## config.mk

```make
export PLATFORM = sky130hd
export DESIGN_NAME = acd_clock_detect_config
export DESIGN_NICKNAME = d
export VERILOG_FILES = /design/src/hdl/acd_pkg.sv /design/src/hdl/acd_period_meter.sv /design/src/hdl/acd_clock_detect_config.sv
export SDC_FILE = /design/constraint.sdc
export NUM_CORES = 1
export LEC_CHECK = 0
export BUFFER_PORTS_ARGS = -buffer_cell sky130_fd_sc_hd__buf_2
export CAP_MARGIN = 20
export CELL_PAD_IN_SITES_DETAIL_PLACEMENT = 0
export CELL_PAD_IN_SITES_GLOBAL_PLACEMENT = 2
export CORE_ASPECT_RATIO = 1.75
export CORE_MARGIN = 2
export CORE_UTILIZATION = 39
export DETAILED_ROUTE_END_ITERATION = 7
export GPL_TIMING_DRIVEN = 0
export PLACE_DENSITY = 0.8
export SLEW_MARGIN = 25
export SYNTH_ARGS = -nofsm -noshare
export SYNTH_HDL_FRONTEND = slang
export SYNTH_SLANG_ARGS = --single-unit
```

## constraint.sdc

```tcl
create_clock -name CLK -period 3.4 [get_ports CLK]
set_input_delay 0.17 -clock CLK [delete_from_list [all_inputs] [get_ports CLK]]
set_output_delay 0.17 -clock CLK [all_outputs]
set_load 0.05 [all_outputs]
```

## src/hdl/acd_pkg.sv

```systemverilog
// Constants and types shared by the audio clock detect and configuration block
package acd_pkg;
   // --------------------------------------------------------------
   // Control-port register map
   // --------------------------------------------------------------
   localparam logic [6:0] OFS_PAGE_WRAP      = 7'h0f;
   localparam logic [6:0] OFS_RATIO_MODE     = 7'h28;
   localparam logic [6:0] OFS_CHECK_IGNORE   = 7'h29;
   localparam logic [6:0] OFS_SOURCE_SELECT  = 7'h30;
   localparam logic [6:0] PAGE_SELECT_ADDR   = 7'h00;
   localparam logic [6:0] BOOK_SELECT_ADDR   = 7'h7f;
   localparam logic [6:0] PAGE_LAST_ADDR     = 7'h7f;
   localparam logic [6:0] NEXT_PAGE_START    = 7'h08;
   localparam logic [6:0] SAME_PAGE_START    = 7'h00;
   localparam logic [7:0] RST_PAGE_WRAP      = 8'h00;
   localparam logic [7:0] RST_RATIO_MODE     = 8'h00;
   localparam logic [7:0] RST_CHECK_IGNORE   = 8'h00;
   localparam logic [7:0] RST_SOURCE_SELECT  = 8'h00;
   // Field positions
   localparam int BIT_PAGE_WRAP_DISABLE = 3;
   localparam int BIT_IGN_PLL           = 6;
   localparam int BIT_IGN_RANGE         = 5;
   localparam int BIT_IGN_FS            = 4;
   localparam int BIT_IGN_RATIO         = 3;
   localparam int BIT_IGN_MISSING       = 2;
   localparam int BIT_SOURCE_SELECT     = 0;
   localparam int RATIO_MSB = 7;
   localparam int RATIO_LSB = 4;
   localparam int MODE_MSB  = 3;
   localparam int MODE_LSB  = 0;
   // --------------------------------------------------------------
   // Encodings
   // --------------------------------------------------------------
   localparam logic [3:0] RATIO_32   = 4'h3;
   localparam logic [3:0] RATIO_64   = 4'h5;
   localparam logic [3:0] RATIO_128  = 4'h7;
   localparam logic [3:0] RATIO_256  = 4'h9;
   localparam logic [3:0] RATIO_512  = 4'hb;
   localparam logic [3:0] RATE_AUTO  = 4'h0;
   localparam logic [3:0] RATE_ERROR = 4'h0;
   localparam logic [3:0] RATE_32K   = 4'h6;
   localparam logic [3:0] RATE_44K1  = 4'h8;
   localparam logic [3:0] RATE_48K   = 4'h9;
   localparam logic [3:0] RATE_88K2  = 4'ha;
   localparam logic [3:0] RATE_96K   = 4'hb;
   localparam logic [9:0] RATIO_MIN_BCK = 10'h020;
   localparam logic [9:0] RATIO_MAX_BCK = 10'h200;
   // --------------------------------------------------------------
   // Timing
   // --------------------------------------------------------------
   localparam int CLK_HZ          = 10_000_000;
   localparam int BCK_MIN_HZ      = 256_000;
   localparam int BCK_MAX_HZ      = 50_000_000;
   localparam int BCK_MISSING_NS  = 20_000;
   localparam int CLK_NS          = 1_000_000_000 / CLK_HZ;
   // Longest allowed bit clock period, rounded down
   localparam int BCK_MAX_PER_CYC = CLK_HZ / BCK_MIN_HZ;
   // Shortest allowed period, rounded up, never under one cycle
   localparam int BCK_MIN_PER_RAW = (CLK_HZ + BCK_MAX_HZ - 1) / BCK_MAX_HZ;
   localparam int BCK_MIN_PER_CYC = (BCK_MIN_PER_RAW < 1) ? 1 : BCK_MIN_PER_RAW;
   localparam int BCK_MISSING_CYC = BCK_MISSING_NS / CLK_NS;
   localparam int FRAME_MISSING_CYC = 1023;
   // Nominal frame periods in clock cycles and the window around them
   localparam int FS_TOL_CYC   = 3;
   localparam int PER_32K_CYC  = CLK_HZ / 32_000;
   localparam int PER_44K1_CYC = CLK_HZ / 44_100;
   localparam int PER_48K_CYC  = CLK_HZ / 48_000;
   localparam int PER_88K2_CYC = CLK_HZ / 88_200;
   localparam int PER_96K_CYC  = CLK_HZ / 96_000;
   // --------------------------------------------------------------
   // Types
   // --------------------------------------------------------------
   typedef struct packed {
      logic pll_overrate;
      logic bck_range;
      logic sample_rate;
      logic bck_ratio;
      logic bck_missing;
   } acd_faults_t;
endpackage

```

## src/hdl/acd_period_meter.sv

```systemverilog
// Measures the clock-cycle spacing of edge pulses and flags a timeout
`timescale 1ns/100ps
module acd_period_meter #(
   parameter int W       = 10,
   parameter int TIMEOUT = 200
) (
   input  wire logic         clk,
   input  wire logic         reset_n,
   input  wire logic         edge_pulse,
   output logic [W-1:0]      period_reg,
   output logic              valid_reg,
   output logic              timeout_reg
);
   localparam logic [W-1:0] CNT_MAX = {W{1'b1}};
   localparam logic [W-1:0] TO_CNT  = W'(TIMEOUT);

   // Elaboration-time refusal of a timeout that the saturating counter cannot reach
   if (TIMEOUT < 1 || TIMEOUT >= (1 << W)) begin : g_bad_timeout
      $error("acd_period_meter: TIMEOUT does not fit the counter");
   end

   logic [W-1:0] count_reg;

   // Counter saturates so a stopped clock never wraps into a fake period
   always_ff @(posedge clk or negedge reset_n) begin
      if (!reset_n)
         count_reg <= '0;
      else if (edge_pulse)
         count_reg <= W'(1);
      else if (count_reg != CNT_MAX)
         count_reg <= count_reg + W'(1);
   end

   always_ff @(posedge clk or negedge reset_n) begin
      if (!reset_n) begin
         period_reg <= '0;
         valid_reg  <= 1'b0;
      end else if (edge_pulse) begin
         period_reg <= count_reg;
         valid_reg  <= (count_reg != '0);
      end
   end

   always_ff @(posedge clk or negedge reset_n) begin
      if (!reset_n)
         timeout_reg <= 1'b1;
      else if (edge_pulse)
         timeout_reg <= 1'b0;
      else if (count_reg >= TO_CNT)
         timeout_reg <= 1'b1;
   end
endmodule

```

## src/hdl/acd_clock_detect_config.sv

```systemverilog
// Control-port configuration registers and audio clock fault detection
`timescale 1ns/100ps
// Operation
// RL1: With page wrap disable at 0, a non-zero-book access past page end goes to address 8 of the next page.
// RL2: With page wrap disable at 1, an access past page end goes to address 0 of the same page.
// RL3: The ratio field holds bit clocks per frame: 3=32, 5=64, 7=128, 9=256, 11=512 times fs.
// RL4: The rate mode field is 0 for auto or 6/8/9/10/11 for 32/44.1/48/88.2/96 kHz and must match.
// RL5: A PLL overrate fault is reported and raises clock error unless its ignore bit 6 is set.
// RL6: A bit clock outside 256 kHz to 50 MHz is a range fault, raising clock error unless bit 5 is set; the code flags only periods over 39 cycles.
// RL7: With bit 4 set a sample rate fault raises no clock error but still shows in status.
// RL8: Bit clocks per frame outside 32 to 512 is a ratio fault, kept from clock error by bit 3.
// RL9: A missing bit clock raises clock error unless bit 2 is set.
// RL10: Source select bit 0 picks processed output (0) or unprocessed input (1) for serial out.
// RL11: The detected rate is reported as a 4-bit code, 0 meaning a rate error.
// RL12: Clock error is the OR of all faults whose ignore bit is clear; every fault stays visible.
// RL13: Software writes zero to reserved bits and no reserved ratio or mode codes.
module acd_clock_detect_config (
   input  wire logic                 CLK,
   input  wire logic                 RESET_N,
   input  wire logic                 CP_START,
   input  wire logic [6:0]           CP_ADDR,
   input  wire logic                 CP_WR,
   input  wire logic [7:0]           CP_WDATA,
   input  wire logic                 CP_RD,
   output logic [7:0]                CP_RDATA,
   output logic                      CP_RVALID,
   output logic [6:0]                CP_POINTER,
   output logic [7:0]                CP_PAGE,
   output logic [7:0]                CP_BOOK,
   input  wire logic                 SERIAL_BIT_CLOCK,
   input  wire logic                 FRAME_CLOCK,
   input  wire logic                 SERIAL_DATA_IN,
   input  wire logic                 DSP_POST_DATA,
   input  wire logic                 PLL_OVERRATE,
   output logic                      SERIAL_AUDIO_OUTPUT,
   output acd_pkg::acd_faults_t      CLOCK_DETECT_STATUS,
   output logic                      CLOCK_ERROR,
   output logic [3:0]                DETECTED_RATE_MONITOR,
   output logic [3:0]                CONFIGURED_BIT_CLOCK_RATIO,
   output logic [3:0]                SAMPLE_RATE_MODE
);
   import acd_pkg::*;

   // --------------------------------------------------------------
   // Configuration registers and control-port pointer
   // --------------------------------------------------------------
   logic [7:0] page_wrap_reg, ratio_mode_reg, check_ignore_reg, source_select_reg;
   logic [6:0] pointer_reg;
   logic [7:0] page_reg, book_reg;
   logic       access;
   logic       at_page_end;
   logic       page_wrap_disable;
   logic       sel_page0;

   assign access            = CP_WR | CP_RD;
   assign at_page_end       = (pointer_reg == PAGE_LAST_ADDR);
   assign page_wrap_disable = page_wrap_reg[BIT_PAGE_WRAP_DISABLE];
   assign sel_page0         = (book_reg == 8'h00) && (page_reg == 8'h00);

   always_ff @(posedge CLK or negedge RESET_N) begin
      if (!RESET_N)
         pointer_reg <= '0;
      else if (CP_START)
         pointer_reg <= CP_ADDR;
      else if (access && at_page_end) begin
         if (book_reg != 8'h00 && !page_wrap_disable)
            pointer_reg <= NEXT_PAGE_START;   // [RL1]
         else
            pointer_reg <= SAME_PAGE_START;   // [RL2]
      end else if (access)
         pointer_reg <= pointer_reg + 7'h01;
   end

   // Page select lives at address 0 of every page; a write there wins over a page advance
   always_ff @(posedge CLK or negedge RESET_N) begin
      if (!RESET_N)
         page_reg <= '0;
      else if (CP_WR && !CP_START && pointer_reg == PAGE_SELECT_ADDR)
         page_reg <= CP_WDATA;
      else if (access && !CP_START && at_page_end && book_reg != 8'h00
               && !page_wrap_disable)
         page_reg <= page_reg + 8'h01;   // [RL1]
   end

   always_ff @(posedge CLK or negedge RESET_N) begin
      if (!RESET_N)
         book_reg <= '0;
      else if (CP_WR && !CP_START && page_reg == 8'h00 && pointer_reg == BOOK_SELECT_ADDR)
         book_reg <= CP_WDATA;
   end

   // Reserved bits are stored as written; software is expected to keep them zero
   always_ff @(posedge CLK or negedge RESET_N) begin
      if (!RESET_N) begin
         page_wrap_reg     <= RST_PAGE_WRAP;
         ratio_mode_reg    <= RST_RATIO_MODE;
         check_ignore_reg  <= RST_CHECK_IGNORE;
         source_select_reg <= RST_SOURCE_SELECT;
      end else if (CP_WR && !CP_START && sel_page0) begin
         unique case (pointer_reg)
            OFS_PAGE_WRAP:     page_wrap_reg     <= CP_WDATA;
            OFS_RATIO_MODE:    ratio_mode_reg    <= CP_WDATA;   // [RL3] [RL4]
            OFS_CHECK_IGNORE:  check_ignore_reg  <= CP_WDATA;
            OFS_SOURCE_SELECT: source_select_reg <= CP_WDATA;
            default: ;
         endcase
      end
   end

   always_ff @(posedge CLK or negedge RESET_N) begin
      if (!RESET_N) begin
         CP_RDATA  <= '0;
         CP_RVALID <= 1'b0;
      end else begin
         CP_RVALID <= CP_RD && !CP_START;
         if (CP_RD && !CP_START) begin
            CP_RDATA <= 8'h00;
            if (sel_page0) begin
               unique case (pointer_reg)
                  OFS_PAGE_WRAP:     CP_RDATA <= page_wrap_reg;
                  OFS_RATIO_MODE:    CP_RDATA <= ratio_mode_reg;
                  OFS_CHECK_IGNORE:  CP_RDATA <= check_ignore_reg;
                  OFS_SOURCE_SELECT: CP_RDATA <= source_select_reg;
                  default:           CP_RDATA <= 8'h00;
               endcase
            end
         end
      end
   end

   always_ff @(posedge CLK or negedge RESET_N) begin
      if (!RESET_N) begin
         CP_POINTER                 <= '0;
         CP_PAGE                    <= '0;
         CP_BOOK                    <= '0;
         CONFIGURED_BIT_CLOCK_RATIO <= '0;
         SAMPLE_RATE_MODE           <= '0;
      end else begin
         CP_POINTER                 <= pointer_reg;
         CP_PAGE                    <= page_reg;
         CP_BOOK                    <= book_reg;
         CONFIGURED_BIT_CLOCK_RATIO <= ratio_mode_reg[RATIO_MSB:RATIO_LSB];   // [RL3]
         SAMPLE_RATE_MODE           <= ratio_mode_reg[MODE_MSB:MODE_LSB];     // [RL4]
      end
   end

   // --------------------------------------------------------------
   // Pin synchronisers and edge detection
   // --------------------------------------------------------------
   logic [2:0] pin_meta_reg, pin_sync_reg, pin_prev_reg;
   logic       bck_rise, frame_rise;

   always_ff @(posedge CLK or negedge RESET_N) begin
      if (!RESET_N) begin
         pin_meta_reg <= '0;
         pin_sync_reg <= '0;
         pin_prev_reg <= '0;
      end else begin
         pin_meta_reg <= {SERIAL_DATA_IN, FRAME_CLOCK, SERIAL_BIT_CLOCK};
         pin_sync_reg <= pin_meta_reg;
         pin_prev_reg <= pin_sync_reg;
      end
   end

   assign bck_rise   = pin_sync_reg[0] & ~pin_prev_reg[0];
   assign frame_rise = pin_sync_reg[1] & ~pin_prev_reg[1];

   // --------------------------------------------------------------
   // Clock measurement
   // --------------------------------------------------------------
   logic [9:0] bck_period, frame_period;
   logic       bck_valid, frame_valid, bck_missing, frame_missing;

   acd_period_meter #(.W(10), .TIMEOUT(BCK_MISSING_CYC)) u_bck_meter (
      .clk         (CLK),
      .reset_n     (RESET_N),
      .edge_pulse  (bck_rise),
      .period_reg  (bck_period),
      .valid_reg   (bck_valid),
      .timeout_reg (bck_missing)
   );

   acd_period_meter #(.W(10), .TIMEOUT(FRAME_MISSING_CYC)) u_frame_meter (
      .clk         (CLK),
      .reset_n     (RESET_N),
      .edge_pulse  (frame_rise),
      .period_reg  (frame_period),
      .valid_reg   (frame_valid),
      .timeout_reg (frame_missing)
   );

   // Bit clocks per frame; saturates so a runaway count still reads as too many
   logic [9:0] bck_count_reg, ratio_reg;
   logic       ratio_valid_reg;

   always_ff @(posedge CLK or negedge RESET_N) begin
      if (!RESET_N) begin
         bck_count_reg   <= '0;
         ratio_reg       <= '0;
         ratio_valid_reg <= 1'b0;
      end else if (frame_rise) begin
         bck_count_reg   <= {9'h000, bck_rise};
         ratio_reg       <= bck_count_reg;
         ratio_valid_reg <= 1'b1;
      end else if (bck_rise && bck_count_reg != 10'h3ff)
         bck_count_reg <= bck_count_reg + 10'h001;
   end

   function automatic logic in_window(input logic [9:0] per, input int nominal);
      in_window = (int'(per) >= nominal - FS_TOL_CYC) && (int'(per) <= nominal + FS_TOL_CYC);
   endfunction

   logic [3:0]  rate_code;
   acd_faults_t faults;

   always_comb begin
      rate_code = RATE_ERROR;
      if (frame_valid && !frame_missing) begin
         if (in_window(frame_period, PER_32K_CYC))
            rate_code = RATE_32K;
         else if (in_window(frame_period, PER_44K1_CYC))
            rate_code = RATE_44K1;
         else if (in_window(frame_period, PER_48K_CYC))
            rate_code = RATE_48K;
         else if (in_window(frame_period, PER_88K2_CYC))
            rate_code = RATE_88K2;
         else if (in_window(frame_period, PER_96K_CYC))
            rate_code = RATE_96K;
      end
   end

   // A bit clock faster than one cycle cannot be seen at this sample rate
   always_comb begin
      faults.pll_overrate = PLL_OVERRATE;                                   // [RL5]
      faults.bck_missing  = bck_missing;                                    // [RL9]
      faults.bck_range    = !bck_missing && bck_valid &&
                            (int'(bck_period) > BCK_MAX_PER_CYC ||
                             int'(bck_period) < BCK_MIN_PER_CYC);           // [RL6]
      faults.bck_ratio    = ratio_valid_reg &&
                            (ratio_reg < RATIO_MIN_BCK || ratio_reg > RATIO_MAX_BCK); // [RL8]
      faults.sample_rate  = (rate_code == RATE_ERROR) ||
                            (SAMPLE_RATE_MODE != RATE_AUTO &&
                             SAMPLE_RATE_MODE != rate_code);                // [RL4]
   end

   // --------------------------------------------------------------
   // Status, clock error and serial output
   // --------------------------------------------------------------
   acd_faults_t ignore_mask;
   assign ignore_mask = {check_ignore_reg[BIT_IGN_PLL], check_ignore_reg[BIT_IGN_RANGE],
                         check_ignore_reg[BIT_IGN_FS], check_ignore_reg[BIT_IGN_RATIO],
                         check_ignore_reg[BIT_IGN_MISSING]};

   always_ff @(posedge CLK or negedge RESET_N) begin
      if (!RESET_N) begin
         CLOCK_DETECT_STATUS   <= '0;
         CLOCK_ERROR           <= 1'b0;
         DETECTED_RATE_MONITOR <= RATE_ERROR;
      end else begin
         CLOCK_DETECT_STATUS   <= faults;                        // [RL7] [RL12]
         CLOCK_ERROR           <= |(faults & ~ignore_mask);      // [RL5] [RL6] [RL8] [RL9] [RL12]
         DETECTED_RATE_MONITOR <= rate_code;                     // [RL11]
      end
   end

   always_ff @(posedge CLK or negedge RESET_N) begin
      if (!RESET_N)
         SERIAL_AUDIO_OUTPUT <= 1'b0;
      else
         SERIAL_AUDIO_OUTPUT <= source_select_reg[BIT_SOURCE_SELECT] ?
                                pin_sync_reg[2] : DSP_POST_DATA;   // [RL10]
   end
endmodule

```

==> flow_summary.yaml <==
power:
  p_leak_nw: 4.26
  power_density_nw_per_um2: 588
  comb_power_share_pct: 15.8
  p_sw_share_pct: 30.0
  p_switching_mw: 1.58
  power.share.sequential_pct: 48.3
  p_clk_share_pct: 35.9
  internal-power_mw: 3.68
  worst_ir_drop_vdd_v: 0.000290
route:
  drc: 0
  via_per_inst: 5.20
  routedWlPerCell_um: 17.5
  firstDrtPassIters: 4
  drtAntennaViolNets: 0
  vias: 5404
  drt_wl_total_um: 18200
  first_iter_violations: 243
min_path:
  min_from: "CP_WDATA[3]"
  hold_path.class: "in2reg"
  min_path_cells: 3
  worstHoldEndpoint: "check_ignore_reg[3]"
die:
  io_pins: 76
  rows: 67
  initial_core_util_pct: 39.5
  fp.dieArea_um2: 20400
  die_w_um: 109
  core-area_um2: 19000
  dieHeight_um: 188
setup_path:
  cpMaxStageDelayCell: "dfrtp_1"
  cp-end-kind: "flop"
  worstRegToRegCells: 9
  r2r-start: "pointer_reg[0]"
  r2r_slack_ns: 0.79
  cp.required_ns: 3.75
  start_kind: "flop"
  slowest_delay_ns: 0.47
  cp_max_fo: 7
  worstSetupPathType: "reg2reg"
  crit_family: "simple AND/OR/NAND/NOR gates"
  worstPathArrival_ns: 2.96
  path_buf_inv: 1
  path_cells: "ha_1, nand3_1, or2_2, buf_2, nor4b_4, and3_1, nand4_1, xor2_1, a21oi_1"
  timing.rr.end: "page_reg[7]"
layout:
  stdcell_area_um2: 8930
  fillers: 1780
  final_cell_mix: "dfrtp_1 (177), nand2_1 (112), buf_2 (76), nor2_1 (44), mux2_2 (39)"
  final_common_cell: "dfrtp_1"
  fin_cells: 1040
  area_growth_syn_to_layout_pct: 18.9
  drive_gt1_share_pct: 21.2
  nNetsFinal: 822
  num_antenna_cells: 0
clocking:
  cts_setup_buffers: 0
  cts.sinks: 179
  h-tree-depth: 4
  cts_tree: "yes"
  root_buffer: "clkbuf_16"
  cts.reportedPaths.clkPinSlew_ns: 0.07
  cts_resized: 0
  cts_made_buffers: 17
  insertion_delay_ns: 0.43
  cts_hold_buf: 13
  clockBufferDepth: 2
placed_design:
  dp_hpwl_um: 12800
  postPlaceCellArea_um2: 8230
  dp.cells: 996
  gp_congestion: 0.815
  io_buffer_count: 74
yosys:
  yosysSeqAreaShare_pct: 59.6
  syn_nets: 715
  yosysTopAreaCellShare_pct: 58.9
  synth.distinct_cells: 61
  yosysWarnings: 0
  synth_area_leader_cell: "dfrtp_1"
  synth_area_per_cell_um2: 11.1
  synth_area_leaders: "dfrtp_1 (59%), mux2_2 (5.8%), nand2_1 (5.6%)"
  syn_inst: 680
  synthesis.area_um2: 7520
  synth_seq_cells: 179
  synth-edff-count: 0
  synthFlopType: "dfrtp_1"
  ys_async_sr_fraction_pct: 100
global_route:
  grt_pass1_vias: 5572
  track_usage_pct: 19.0
  antenna_found_initial: 0
  grt_max_degree: 99
  grt_pass1_wl_um: 29500
  globalRoute.totalOverflow: 0
timing:
  fmax_mhz: 383
  setup_viol: 0
  period_needed_ns: 2.61
  max_slew_margin_pct: 40.7
  post-route-period-util_pct: 76.8
  rsz0062_at_grt: "false"
  clock_skew_ns: 0.00669
  tightest_slew_ns: 0.880
  hold_violations: 0
  maxSlewViolCount: 0
status:
  status: "complete, no violations"
flow_run:
  maxCapViolCount: 0
-- Yosys cell counts (16+ instances only) --
cell type,count
xor2_1,18
nand3_1,18
mux2_2,39
clkbuf_1,20
nor3_1,16
inv_1,26
nor2_1,44
o21ai_0,32
nand2_1,112
dfrtp_1,177
a21oi_1,28
-- cells by family after synthesis --
logic type,synth area share (%)
flip-flops,59.6
adder cells (fa/ha/maj),1.80
XOR/XNOR,2.91
buffers and inverters,2.70
multiplexers,6.11
AND/OR/NAND/NOR,17.4
AO/OA/AOI/OAI,9.49
-- stage by stage --
step | setup WS, ns | TNS, ns | util, % | power [mW] | hold WS (ns)
finish | 0.789 | 0 | 46.9 | 5.26 | 0.0849
global route | 0.557 | 0 | 46.9 | 5.54 | 0.0843
detailed placement | 0.705 | 0 | 43.2 | 3.40 | 0.215
CTS | 0.692 | 0 | 46.9 | 5.32 | 0.0705
global placement | -0.551 | -92.71 | 43.0 | 3.36 | 0.279
floorplan | 1.06 | 0 | - | 3.10 | -0.126
-- final cells by class --
| type | count | area [µm²] | share of cell area (%) |
|---|---|---|---|
| inverter | 26 | 97.6 | 1.09 |
| sequential | 179 | 4480 | 50.2 |
| clock inverter | 11 | 103 | 1.15 |
| buffer | 25 | 105 | 1.18 |
| multi-input combinational | 450 | 2840 | 31.8 |
| clock buffer | 20 | 467 | 5.22 |
| tap | 241 | 302 | 3.38 |
| timing repair buffer | 88 | 538 | 6.02 |
-- worst reg2reg max path, delay by kind of cell (launching register included) --
kind / cells / cell delay [ns]
adder cells (fa/ha/maj): 1 / 0.22
AND/OR/NAND/NOR: 5 / 1.37
XOR/XNOR: 1 / 0.17
buffers and inverters: 1 / 0.16
flip-flops: 1 / 0.47
AO/OA/AOI/OAI: 1 / 0.15
-- power by group through the flow --
stage               logic [mW]  registers [mW]  clock network (mW)
floorplan                0.390            2.71                   0
global placement         0.795            2.56                   0
detailed placement       0.822            2.58                   0
CTS                      0.838            2.54                1.95
global route             0.918            2.57                2.04
finish                   0.828            2.54                1.89
-- how the worst max path moves through the flow --
stage / startpoint / endpoint / cells past startpoint
floorplan: book_reg[5] / ratio_mode_reg[0] / 6
global route: pointer_reg[0] / page_reg[7] / 9
detailed placement: pointer_reg[0] / page_wrap_reg[5] / 6
finish: pointer_reg[0] / page_reg[7] / 9
global placement: RESET_N / page_reg[5] / 1
CTS: pointer_reg[0] / page_wrap_reg[5] / 6
-- layer usage --
metal / vias to the layer above / share of wire, % / wire length (µm) / global-route usage, %
li1: 2586 / - / - / -
met1: 2688 / 40 / 7230 / 21.6
met2: 101 / 53 / 9720 / 33.5
met3: 29 / 3.8 / 683 / 4.17
met4: 0 / 3.0 / 552 / 8.19
met5: - / 0 / 0 / 0
Power figures use the tool's default switching activity.
